===== src/trellis_ctrl_map.svh =====
// register offsets, field positions, reset values and owed-cycle limit of the encoder control bank
`ifndef TRELLIS_CTRL_MAP_SVH
`define TRELLIS_CTRL_MAP_SVH

`define OFS_ENC_CTRL_ONE      8'h06
`define OFS_ENC_CTRL_TWO      8'h07
`define OFS_SYNC_LENGTH       8'h08
`define OFS_SYNC_THRESHOLD    8'h09
`define OFS_DEC_IN_STROBE     8'h0E
`define OFS_DEC_OUT_STROBE    8'h0F
`define OFS_ENC_IN_STROBE     8'h11
`define OFS_ENC_OUT_STROBE    8'h12
`define OFS_SYNC_APPLY        8'h17
`define OFS_STATUS            8'h18

`define BIT_SOFT_RESET        1
`define BIT_PERIPH_MODE       3
`define BIT_DIFF_ENABLE       4
`define BIT_RATE_16PSK        7

`define RST_ENC_CTRL          8'h00
`define RST_SYNC_COUNT        8'h00
`define RST_RDATA             8'h00

`define OWE_MAX               2'h3

`endif


===== src/trellis_ctrl_pkg.sv =====
// state types of the encoder control bank
package trellis_ctrl_pkg;

    typedef struct packed {
        logic [7:0] ctrl_one;
        logic [7:0] ctrl_two;
        logic       soft_rst;
        logic [7:0] rdata;
    } regs_state_t;

    typedef struct packed {
        logic [3:0]      clk;
        logic [3:0][1:0] owe;
    } strobe_state_t;

    typedef struct packed {
        logic [7:0] len_stage;
        logic [7:0] thr_stage;
        logic [7:0] len_act;
        logic [7:0] thr_act;
        logic       restart;
        logic       armed;
    } sync_state_t;

endpackage : trellis_ctrl_pkg


===== src/reg_wr_if.sv =====
// write path from the register port to a sub-unit, with the unit's state coming back
`timescale 1ns/1ns
interface reg_wr_if;
    logic       wr;
    logic [7:0] addr;
    logic [7:0] wdata;
    logic [7:0] state;

    modport host (output wr, addr, wdata, input state);
    modport unit (input wr, addr, wdata, output state);
endinterface : reg_wr_if


===== src/coder_clock_strobes.sv =====
// software clock strobes: each write to a strobe register owes one clock cycle
`timescale 1ns/1ns
`include "trellis_ctrl_map.svh"
module coder_clock_strobes
    import trellis_ctrl_pkg::*;
(
    // clock and reset
    input  wire logic       clk_i,
    input  wire logic       nrst_i,
    // register writes
    reg_wr_if.unit          bus,
    // clocks: 0 dec in, 1 dec out, 2 enc in, 3 enc out
    output logic      [3:0] clk_o
);

    localparam logic [7:0] STROBE_OFS [4] = '{`OFS_DEC_IN_STROBE, `OFS_DEC_OUT_STROBE,
                                              `OFS_ENC_IN_STROBE, `OFS_ENC_OUT_STROBE};

    strobe_state_t   state_q;
    strobe_state_t   state_d;
    logic [3:0]      clk_n;
    logic [3:0][1:0] owe_n;

    // a clock cycle needs a low phase too, so writes closer than two cycles are queued;
    // more than three owed cycles saturate
    genvar i;
    generate
        for (i = 0; i < 4; i++) begin : g_ch
            logic       hit;
            logic       fire;
            logic [2:0] sum;
            assign hit      = bus.wr && (bus.addr == STROBE_OFS[i]);
            assign fire     = !state_q.clk[i] && (hit || (state_q.owe[i] != 2'h0));
            assign sum      = {1'b0, state_q.owe[i]} + {2'h0, hit} - {2'h0, fire};
            assign clk_n[i] = fire; // [RULE_08] [RULE_09] [RULE_10] [RULE_11]
            assign owe_n[i] = (sum > {1'b0, `OWE_MAX}) ? `OWE_MAX : sum[1:0];
        end
    endgenerate

    always_comb begin
        state_d     = state_q;
        state_d.clk = clk_n;
        state_d.owe = owe_n;
    end

    always_ff @(posedge clk_i) begin
        if (!nrst_i) begin
            state_q <= '0;
        end else begin
            state_q <= state_d;
        end
    end

    assign clk_o     = state_q.clk;
    assign bus.state = {4'h0, state_q.clk | {|state_q.owe[3], |state_q.owe[2],
                                             |state_q.owe[1], |state_q.owe[0]}};

endmodule : coder_clock_strobes


===== src/sync_test_params.sv =====
// staged length and threshold of the synchronization monitor, applied together on demand
`timescale 1ns/1ns
`include "trellis_ctrl_map.svh"
module sync_test_params
    import trellis_ctrl_pkg::*;
(
    // clock and reset
    input  wire logic       clk_i,
    input  wire logic       nrst_i,
    // register writes
    reg_wr_if.unit          bus,
    // applied values
    output logic      [7:0] length_o,
    output logic      [7:0] threshold_o,
    output logic            restart_o
);

    sync_state_t state_q;
    sync_state_t state_d;

    always_comb begin
        state_d         = state_q;
        state_d.restart = 1'b0;
        if (bus.wr) begin
            case (bus.addr)
                `OFS_SYNC_LENGTH:    state_d.len_stage = bus.wdata; // [RULE_06]
                `OFS_SYNC_THRESHOLD: state_d.thr_stage = bus.wdata; // [RULE_07]
                `OFS_SYNC_APPLY: begin
                    // staging keeps a running test steady while new counts are loaded
                    state_d.len_act = state_q.len_stage;
                    state_d.thr_act = state_q.thr_stage;
                    state_d.restart = 1'b1; // [RULE_13]
                    state_d.armed   = 1'b1;
                end
                default: state_d.armed = state_q.armed;
            endcase
        end
    end

    always_ff @(posedge clk_i) begin
        if (!nrst_i) begin
            state_q <= {`RST_SYNC_COUNT, `RST_SYNC_COUNT, `RST_SYNC_COUNT, `RST_SYNC_COUNT,
                        1'b0, 1'b0};
        end else begin
            state_q <= state_d;
        end
    end

    assign length_o    = state_q.len_act;
    assign threshold_o = state_q.thr_act;
    assign restart_o   = state_q.restart;
    assign bus.state   = {7'h00, state_q.armed};

endmodule : sync_test_params


===== src/trellis_encoder_ctrl_regs.sv =====
// register bank for the trellis encoder control, sync monitor counts and clock strobes
`timescale 1ns/1ns
`include "trellis_ctrl_map.svh"
////////////////////////////////////////////////////////////////////////////////////////////
// Summary of operation
// RULE_01: ctrl one bit 1 rising resets coder
// RULE_02: host uses either soft or pin reset
// RULE_03: ctrl two bit 3 selects peripheral data
// RULE_04: ctrl two bit 4 enables differential encoder
// RULE_05: ctrl two bit 7 selects 16-PSK rate
// RULE_06: length register sets sync test length
// RULE_07: threshold register sets normalization threshold
// RULE_08: any write pulses decoder input clock once
// RULE_09: any write pulses decoder output clock once
// RULE_10: any write pulses encoder input clock once
// RULE_11: any write pulses encoder output clock once
// RULE_12: host holds matching clock pin low
// RULE_13: apply write loads counts, restarts test
// RULE_14: host writes fixed bits to constants
////////////////////////////////////////////////////////////////////////////////////////////
module trellis_encoder_ctrl_regs
    import trellis_ctrl_pkg::*;
(
    // clock and reset
    input  wire logic       CLK_SYS_I,
    input  wire logic       NRST_I,
    // register port
    input  wire logic [7:0] ADDR_I,
    input  wire logic [7:0] WDATA_I,
    input  wire logic       WR_I,
    input  wire logic       RD_I,
    output logic      [7:0] RDATA_O,
    // encoder control
    output logic            ENC_SOFT_RESET_O,
    output logic            ENC_PERIPH_MODE_O,
    output logic            DIFF_ENCODER_ENABLE_O,
    output logic            ENC_RATE_16PSK_O,
    // synchronization monitor
    output logic      [7:0] SYNC_LENGTH_O,
    output logic      [7:0] SYNC_THRESHOLD_O,
    output logic            SYNC_TEST_RESTART_O,
    // software coder clocks
    output logic            DECODER_SYMBOL_IN_CLOCK_O,
    output logic            DECODER_DATA_OUT_CLOCK_O,
    output logic            ENCODER_DATA_IN_CLOCK_O,
    output logic            ENCODER_SYMBOL_OUT_CLOCK_O
);

    ////////////////////////////////////////////////////////////////////////////////////////
    // state and sub-unit links

    regs_state_t state_q;
    regs_state_t state_d;
    logic [3:0]  strobe_clk;

    reg_wr_if strobe_bus ();
    reg_wr_if sync_bus ();

    assign strobe_bus.wr    = WR_I;
    assign strobe_bus.addr  = ADDR_I;
    assign strobe_bus.wdata = WDATA_I;
    assign sync_bus.wr      = WR_I;
    assign sync_bus.addr    = ADDR_I;
    assign sync_bus.wdata   = WDATA_I;

    ////////////////////////////////////////////////////////////////////////////////////////
    // control registers and read path

    always_comb begin
        state_d          = state_q;
        state_d.soft_rst = 1'b0;
        state_d.rdata    = `RST_RDATA;
        if (WR_I && (ADDR_I == `OFS_ENC_CTRL_ONE)) begin
            state_d.ctrl_one = WDATA_I;
            // only the 0-to-1 edge acts; holding the bit at 1 does nothing further
            state_d.soft_rst = WDATA_I[`BIT_SOFT_RESET]
                               & ~state_q.ctrl_one[`BIT_SOFT_RESET]; // [RULE_01]
        end
        if (WR_I && (ADDR_I == `OFS_ENC_CTRL_TWO)) begin
            state_d.ctrl_two = WDATA_I; // [RULE_03] [RULE_04] [RULE_05]
        end
        if (RD_I) begin
            // control registers read back so software can check the fixed bits it wrote
            case (ADDR_I)
                `OFS_ENC_CTRL_ONE: state_d.rdata = state_q.ctrl_one;
                `OFS_ENC_CTRL_TWO: state_d.rdata = state_q.ctrl_two;
                `OFS_SYNC_LENGTH: state_d.rdata = SYNC_LENGTH_O;
                `OFS_SYNC_THRESHOLD: state_d.rdata = SYNC_THRESHOLD_O;
                `OFS_STATUS: state_d.rdata = {2'h0, state_q.soft_rst, sync_bus.state[0],
                                              strobe_bus.state[3:0]};
                default: state_d.rdata = `RST_RDATA;
            endcase
        end
    end

    always_ff @(posedge CLK_SYS_I) begin
        if (!NRST_I) begin
            state_q <= {`RST_ENC_CTRL, `RST_ENC_CTRL, 1'b0, `RST_RDATA};
        end else begin
            state_q <= state_d;
        end
    end

    assign RDATA_O               = state_q.rdata;
    assign ENC_SOFT_RESET_O      = state_q.soft_rst;
    assign ENC_PERIPH_MODE_O     = state_q.ctrl_two[`BIT_PERIPH_MODE];
    // only the encoder side; decoder differential logic has its own enable elsewhere
    assign DIFF_ENCODER_ENABLE_O = state_q.ctrl_two[`BIT_DIFF_ENABLE];
    assign ENC_RATE_16PSK_O      = state_q.ctrl_two[`BIT_RATE_16PSK];

    ////////////////////////////////////////////////////////////////////////////////////////
    // sub-units

    coder_clock_strobes u_strobes (
        .clk_i  (CLK_SYS_I),
        .nrst_i (NRST_I),
        .bus    (strobe_bus.unit),
        .clk_o  (strobe_clk)
    );

    sync_test_params u_sync (
        .clk_i       (CLK_SYS_I),
        .nrst_i      (NRST_I),
        .bus         (sync_bus.unit),
        .length_o    (SYNC_LENGTH_O),
        .threshold_o (SYNC_THRESHOLD_O),
        .restart_o   (SYNC_TEST_RESTART_O)
    );

    assign DECODER_SYMBOL_IN_CLOCK_O  = strobe_clk[0]; // [RULE_08]
    assign DECODER_DATA_OUT_CLOCK_O   = strobe_clk[1]; // [RULE_09]
    assign ENCODER_DATA_IN_CLOCK_O    = strobe_clk[2]; // [RULE_10]
    assign ENCODER_SYMBOL_OUT_CLOCK_O = strobe_clk[3]; // [RULE_11]
endmodule : trellis_encoder_ctrl_regs


===== config.mk =====
export PLATFORM = sky130hd
export DESIGN_NAME = trellis_encoder_ctrl_regs
export DESIGN_NICKNAME = d
export VERILOG_FILES = /design/src/trellis_ctrl_pkg.sv /design/src/reg_wr_if.sv /design/src/coder_clock_strobes.sv /design/src/sync_test_params.sv /design/src/trellis_encoder_ctrl_regs.sv
export VERILOG_INCLUDE_DIRS = /design/src /design/src/src
export SDC_FILE = /design/constraint.sdc
export NUM_CORES = 1
export LEC_CHECK = 0
export ABC_AREA = 1
export ABC_CLOCK_PERIOD_IN_PS = 1850
export BUFFER_PORTS_ARGS = -buffer_cell sky130_fd_sc_hd__clkbuf_2
export CAP_MARGIN = 25
export CORE_MARGIN = 10
export CORE_UTILIZATION = 51
export DETAILED_ROUTE_END_ITERATION = 6
export GPL_TIMING_DRIVEN = 0
export PLACE_DENSITY_LB_ADDON = 0.08
export SLEW_MARGIN = 5
export SYNTH_ARGS = -nofsm -noshare
export SYNTH_HDL_FRONTEND = slang
export SYNTH_SLANG_ARGS = --single-unit

===== constraint.sdc =====
create_clock -name CLK_SYS_I -period 1.85 [get_ports CLK_SYS_I]
set_input_delay 0.0925 -clock CLK_SYS_I [delete_from_list [all_inputs] [get_ports CLK_SYS_I]]
set_output_delay 0.0925 -clock CLK_SYS_I [all_outputs]
set_load 0.02 [all_outputs]

==> results of run 1 <==
flip-flops by register name, summed over array words and instances, names as in the netlist, 4 cells and up:
signal              count
RDATA_O                 8
u_sync.state_q         16
u_strobes.state_q       8
u_sync.threshold_o      8
u_strobes.clk_o         4
u_sync.length_o         8
state_q                13
power groups by stage:
stage | Sequential (mW) | Combinational [mW] | Clock, mW
6_report | 1.81 | 1.29 | 1.39
5_1_grt | 1.83 | 1.47 | 1.46
4_1_cts | 1.81 | 1.23 | 1.40
3_5_place_dp | 1.80 | 0.996 | 0
3_3_place_gp | 1.79 | 0.928 | 0
2_1_floorplan | 1.82 | 0.711 | 0
cell type report:
| cell class | instances | area, um^2 |
|---|---|---|
| timing repair buffer | 62 | 337.8 |
| multi-input combinational | 269 | 1562 |
| buffer | 40 | 279.0 |
| clock inverter | 5 | 81.33 |
| sequential | 71 | 1441 |
| tap | 77 | 96.34 |
| fill | 567 | 2201 |
| inverter | 60 | 250.2 |
| clock buffer | 10 | 137.6 |
per-layer routing:
metal	global-route usage, %	vias to the layer above
met4	7.074	0
met3	4.357	11
met5	0	-
met1	23.49	1424
met2	27.15	91
li1	-	1538
worst min-delay path, delay by kind of cell:
kind	cells	cell delay (ns)
buf+inv	1	0.12
compound gates	1	0.05
simple gates	1	0.07
worst min-delay path by stage:
stage	start	end	slack, ns	cells past startpoint
after floorplan	WDATA_I[0]	u_sync.state_q[18]$_SDFFE_PN0P_	0.23	2
after global placement	WDATA_I[7]	u_sync.state_q[25]$_SDFFE_PN0P_	0.39	3
after detailed placement	WDATA_I[5]	u_sync.state_q[23]$_SDFFE_PN0P_	0.40	3
after CTS	WDATA_I[5]	u_sync.state_q[23]$_SDFFE_PN0P_	0.02	3
after global routing	WDATA_I[5]	u_sync.state_q[23]$_SDFFE_PN0P_	0.03	3
final	WDATA_I[4]	u_sync.state_q[22]$_SDFFE_PN0P_	0.02	3
stage by stage:
step | TNS [ns] | hold slack (ns) | setup WS, ns | power [mW]
global placement | -2.917 | 0.3944 | -0.4123 | 2.722
CTS | -0.1584 | 0.01593 | -0.08803 | 4.440
finish | -0.2108 | 0.02429 | -0.1043 | 4.493
detailed placement | -3.352 | 0.3952 | -0.4549 | 2.793
global route | -0.8916 | 0.03327 | -0.2242 | 4.761
floorplan | -0.2978 | 0.2332 | -0.07627 | 2.532
cells by family (layout without fill, tap and decap cells):
logic type	count (synthesis)	after routing
AND/OR/NAND/NOR	170	170
buffers and inverters	100	177
AO/OA/AOI/OAI	83	83
flip-flops	71	71
adder cells (fa/ha/maj)	12	12
XOR/XNOR	4	4
timing repair:
action	4_1_cts	5_1_grt
endpoints found under the setup margin	8	8
pin swaps	9	8
gates resized for setup	24	6
setup buffers	11	0
cell usage in the layout, fill, tap and decap left out, types with 2 or more instances in the layout:
master     count
a21oi_1       23
a21oi_2        3
and2_1         3
buf_2          5
buf_4         35
buf_6          3
bufinv_16      2
clkbuf_1       7
clkbuf_2      50
clkbuf_8      10
dfxtp_1       63
dfxtp_2        4
dfxtp_4        4
fa_2           4
ha_1           6
ha_2           2
inv_1         49
inv_2          6
inv_6          3
nand2_1       34
nand2_2        2
nand2_4        3
nand3_1       35
nand3_2        5
nor2_1        56
nor2_4        11
nor3_1        16
o21ai_0       45
o21ai_1       11
xor2_1         3
==> impl_metrics.yaml, run 1 <==
yosys:
  synth_edf_count: 0
  synth_flop_cell: "dfxtp_1"
  synthAdderAreaFrac_pct: 5.322
  yosys.area_share.simple_pct: 24.39
  synth_top_area_share_pct: 41.98
  ys_ff_latch: 71
  synth_top_family_by_area: "simple AND/OR/NAND/NOR gates"
  synthXorXnorAreaFrac_pct: 1.035
  synth_top_cell_by_area: "dfxtp_1"
  syn_inst: 440
  syn_avg_cell_area_um2: 7.695
  synth_area_mm2: 0.003386
  ys_warn_count: 0
  syn-num-nets: 472
  yosysUniqueCellTypes: 31
  netlist_top_cells_count: "71 x dfxtp_1, 60 x nor2_1, 57 x inv_1, 53 x o21ai_0, 38 x nand3_1"
  synth_compound_area_share_pct: 12.49
  synth.area.top_cells: "dfxtp_1 42%, o21ai_0 7.8%, nor2_1 6.7%"
  seq_area_frac_synth_pct: 41.98
  synth.area.mux_share_pct: 0
  yosysMostFrequentCell: "dfxtp_1"
  synthArstFlopShare_pct: 0
cells_and_area:
  final_cell_area_mm2: 0.004185
  nNetsFinal: 545
  area_delta_synth_final_pct: 23.61
  antennaDiodeCount: 0
  fin_cells: 594
  utilization_pct: 65.54
  drive_gt1_share_pct: 31.33
setup_path:
  worstSetupEndpointType: "flip-flop"
  critical_path_depth: 12
  startpoint: "u_strobes.state_q[4]$_SDFF_PN0_"
  critPathSlowestCell: "fa_2"
  path_class: "reg2reg"
  reg2reg_slack_ns: -0.10
  crit_chain: "nor2_4, nand2_1, nand2_1, inv_1, ha_1, inv_1, ha_1, inv_1, fa_2, xor2_2, o21ai_2, inv_1"
  critPathArrivalTime_ns: 2.20
  cp_top_family: "adder cells"
  reg2reg_depth: 12
  cpMostUsedCell: "inv_1"
  path_buf_inv: 4
  cp_max_fo: 2
  timing.rr.end: "u_strobes.state_q[4]$_SDFF_PN0_"
  worstSetupStartpointType: "flip-flop"
  endpoint: "u_strobes.state_q[4]$_SDFF_PN0_"
  required_ns: 2.10
  reg2reg_from: "u_strobes.state_q[4]$_SDFF_PN0_"
  crit_path_max_incr_delay_ns: 0.35
routing:
  dr_wl_met3_um: 639
  vias: 3064
  dr.pass1.iters: 5
  wirelength_um: 8776
  wl_met2_um: 3900
  drt-met1-wl_um: 4086
  post_drt_wl_per_cell_um: 14.77
  dr.max_layer_used: "met4"
  routed_via_density: 5.158
  first_iter_violations: 239
  drc: 0
  drtAntennaViolNets: 0
clocking:
  cts_tree: "yes"
  clock-sinks: 71
  cts-root-buf: "clkbuf_8"
  cts_hold_buf: 0
  clkSlewWorstSetupHoldPaths_ns: 0.08
  worstSkewPairLatency_ns: 0.36
  cts_buffer_depth: 2
  htreeDepth: 3
  numCtsBuffers: 9
sta:
  fin_ws_ns: -0.1043
  fin_crit_sh_pct: 105.6
  fin_crit_ns: 1.954
  rsz0062_at_grt: "true"
  finalClockSkew_ns: 0.008993
  slew_violations: 0
  worstMarginPinSlew_ns: 0.6074
  setup_viol: 4
  maxSlewHeadroom_pct: 59.50
  hold_viol_final: 0
  fmax_ghz: 0.5117
run:
  maxCapViolations: 0
global_routing:
  grt.total_usage_pct: 17.77
  grt_max_degree: 13
  grt_pass1_wl_um: 14480
  grt_pass1_vias: 2953
  antenna_found_initial: 0
  overflow: 0
floorplan:
  die_w_um: 101.5
  die_area_mm2: 0.01030
  initial_utilization_pct: 53.02
  num_rows: 29
  core_area_mm2: 0.006386
  die_y_um: 101.5
  io_pins: 53
pwr:
  power_density_mw_per_mm2: 1073
  peakVddDrop_v: 0.0008857
  pwr-share-clk_pct: 31.0
  p_int_mw: 3.066
  leakagePower_nw: 1.902
  switchingPower_mw: 1.426
  p_seq_share_pct: 40.4
  combPwrFrac_pct: 28.6
  switching_share_pct: 31.75
placed_design:
  dp_cells: 568
  gp_congestion: 0.8491
  post-dp-hpwl_um: 6599
  dpl_cell_area_mm2: 0.003811
  port-buffer-count: 51
run_status:
  outcome: "finished, violations left"
  violations: "negative setup slack"
hold_path:
  hp-class: "in2reg"
Power figures use the tool's default switching activity.
==> run 2: changes to the inputs <==
--- a/config.mk
+++ b/config.mk
@@ -10,6 +10,7 @@
 export ABC_CLOCK_PERIOD_IN_PS = 1850
 export BUFFER_PORTS_ARGS = -buffer_cell sky130_fd_sc_hd__clkbuf_2
 export CAP_MARGIN = 25
+export CORE_ASPECT_RATIO = 1.25
 export CORE_MARGIN = 10
 export CORE_UTILIZATION = 51
 export DETAILED_ROUTE_END_ITERATION = 6
==> run 2 against run 1 <==
The run still ends with negative setup slack left. Register-to-register slack better by 0.03 ns. Fmax increased by 1.7%. Global-route usage grew 0.34 points. First-iteration DRC count decreased by 31%. Worst setup slack improved by 0.032 ns. Sequential share of layout area decreased by 0.82 points. Sequential power about the same. Clock-buffer cell count shrank 1. Non-clock buffer count grew 9. Power grew 5.6%. Die area rose by 0.19%. Critical endpoint unchanged. Largest power group unchanged. Highest routed layer unchanged.
==> impl_metrics.yaml, run 2 (synthesized netlist as in run 1, its figures left out) <==
placed_design:
  gp_congestion: 0.9172
  post-dp-hpwl_um: 6491
  port-buffer-count: 51
  dp_cells: 578
cells_and_area:
  multi_input_area_mm2: 0.001567
  fillers: 608
  nNetsFinal: 554
  area_delta_synth_final_pct: 26.64
  seq_area_mm2: 0.001441
  drive_gt1_share_pct: 32.32
  top_register: "u_sync.state_q"
  fin_cells: 613
  final_cell_mix: "63 x dfxtp_1, 56 x nor2_1, 50 x inv_1, 50 x clkbuf_2, 45 x o21ai_0"
  largest_register_ffs: 16
  final_common_cell: "dfxtp_1"
  antennaDiodeCount: 0
  top_regs: "u_sync.state_q: 16 flops, state_q: 13 flops"
setup_path:
  path_class: "reg2reg"
  cp_max_fo: 2
  worstSetupStartpointType: "flip-flop"
  required_ns: 2.09
  crit_chain: "nor2_4, nand2_1, nand2_1, inv_1, ha_1, inv_1, ha_1, inv_1, fa_2, xor2_2, o21ai_1, inv_1"
  worstSetupEndpointType: "flip-flop"
  reg2reg_depth: 12
  critPathSlowestCell: "fa_2"
  cpMostUsedCell: "inv_1"
  critPathArrivalTime_ns: 2.16
  crit_path_max_incr_delay_ns: 0.35
clocking:
  htreeDepth: 3
  cts_hold_buf: 0
  clock-sinks: 71
  clkSlewWorstSetupHoldPaths_ns: 0.07
  numCtsBuffers: 9
  worstSkewPairLatency_ns: 0.34
  cts_buffer_depth: 2
  cts_tree: "yes"
  cts-root-buf: "clkbuf_8"
run:
  maxCapViolations: 0
global_routing:
  grt_pass1_vias: 3221
  antenna_found_initial: 0
  grt.total_usage_pct: 18.11
  overflow: 0
  grt_max_degree: 13
  grt_pass1_wl_um: 15260
floorplan:
  die_y_um: 111.1
  io_pins: 53
  num_rows: 33
  die_w_um: 92.88
  initial_utilization_pct: 51.90
  core_area_mm2: 0.006524
  die_area_mm2: 0.01032
sta:
  fin_crit_sh_pct: 103.9
  fin_crit_ns: 1.922
  fmax_ghz: 0.5202
  fin_tns_setup_ns: -0.1765
  rsz0062_at_grt: "true"
  slew_violations: 0
  finalClockSkew_ns: 0.007083
  setup_viol: 6
  worstMarginPinSlew_ns: 0.5664
  hold_ws_ns: 0.03406
  hold_viol_final: 0
  maxSlewHeadroom_pct: 62.24
  fin_ws_ns: -0.07221
pwr:
  leakagePower_nw: 1.953
  power_density_mw_per_mm2: 1107
  peakVddDrop_v: 0.0007042
run_status:
  violations: "negative setup slack"
  outcome: "finished, violations left"
routing:
  wirelength_um: 8855
  dr.pass1.iters: 4
  routed_via_density: 4.928
  first_iter_violations: 164
  drc: 0
  vias: 3021
  drtAntennaViolNets: 0
  post_drt_wl_per_cell_um: 14.45
hold_path:
  hp-class: "in2reg"
  hold_path_depth: 3
## run 2: cell type report
| type | count | area share, % |
|---|---|---|
| multi-input combinational | 269 | 36.53 |
| sequential | 71 | 33.62 |
| timing repair buffer | 71 | 9.513 |
| buffer | 40 | 6.507 |
| inverter | 60 | 5.836 |
| clock buffer | 9 | 2.889 |
| clock inverter | 6 | 2.568 |
| tap | 87 | 2.539 |
## run 2: what timing repair did
action                                  CTS  global route
pin swaps                                 7            10
gates resized for setup                  24             5
setup buffers                            18             2
endpoints found under the setup margin    8             9
## run 2: critical path, delay by kind of cell, from the launching register on
family / cells / cell delay [ns]
AND/OR/NAND/NOR: 3 / 0.24
flip-flops: 1 / 0.34
buffers and inverters: 4 / 0.21
XOR/XNOR: 1 / 0.17
adder cells (fa/ha/maj): 3 / 0.74
AO/OA/AOI/OAI: 1 / 0.13
## run 2: power by group
part	internal, mW	switching (mW)
registers	1.69	0.118
logic	0.721	0.744
clock network	0.885	0.586
## run 2: final timing paths
| path | from | to | slack [ns] |
|---|---|---|---|
| worst min register to register | state_q[22]$_SDFFE_PN0P_ | state_q[22]$_SDFFE_PN0P_ | 0.45 |
| worst max-delay path | u_strobes.state_q[4]$_SDFF_PN0_ | u_strobes.state_q[4]$_SDFF_PN0_ | -0.07 |
| worst max register to register | u_strobes.state_q[4]$_SDFF_PN0_ | u_strobes.state_q[4]$_SDFF_PN0_ | -0.07 |
| worst min-delay path | WDATA_I[1] | u_sync.state_q[19]$_SDFFE_PN0P_ | 0.03 |
## run 2: stage by stage
| step | power (mW) | util (%) | area, um^2 | setup slack, ns |
|---|---|---|---|---|
| after detailed placement | 2.786 | 58.61 | 3824 | -0.4917 |
| final | 4.746 | 65.73 | 4288 | -0.07221 |
| after floorplan | 2.532 | - | 3460 | -0.07627 |
| after global routing | 5.070 | 65.73 | 4288 | -0.2328 |
| after CTS | 4.629 | 65.21 | 4254 | -0.04551 |
| after global placement | 2.722 | 58.61 | 3824 | -0.4361 |
## run 2: per-layer routing
metal / track usage, % / wire length [um]
met1: 20.57 / 3706
met2: 31.57 / 4569
met3: 3.794 / 468
met4: 7.526 / 110
met5: 0 / 0
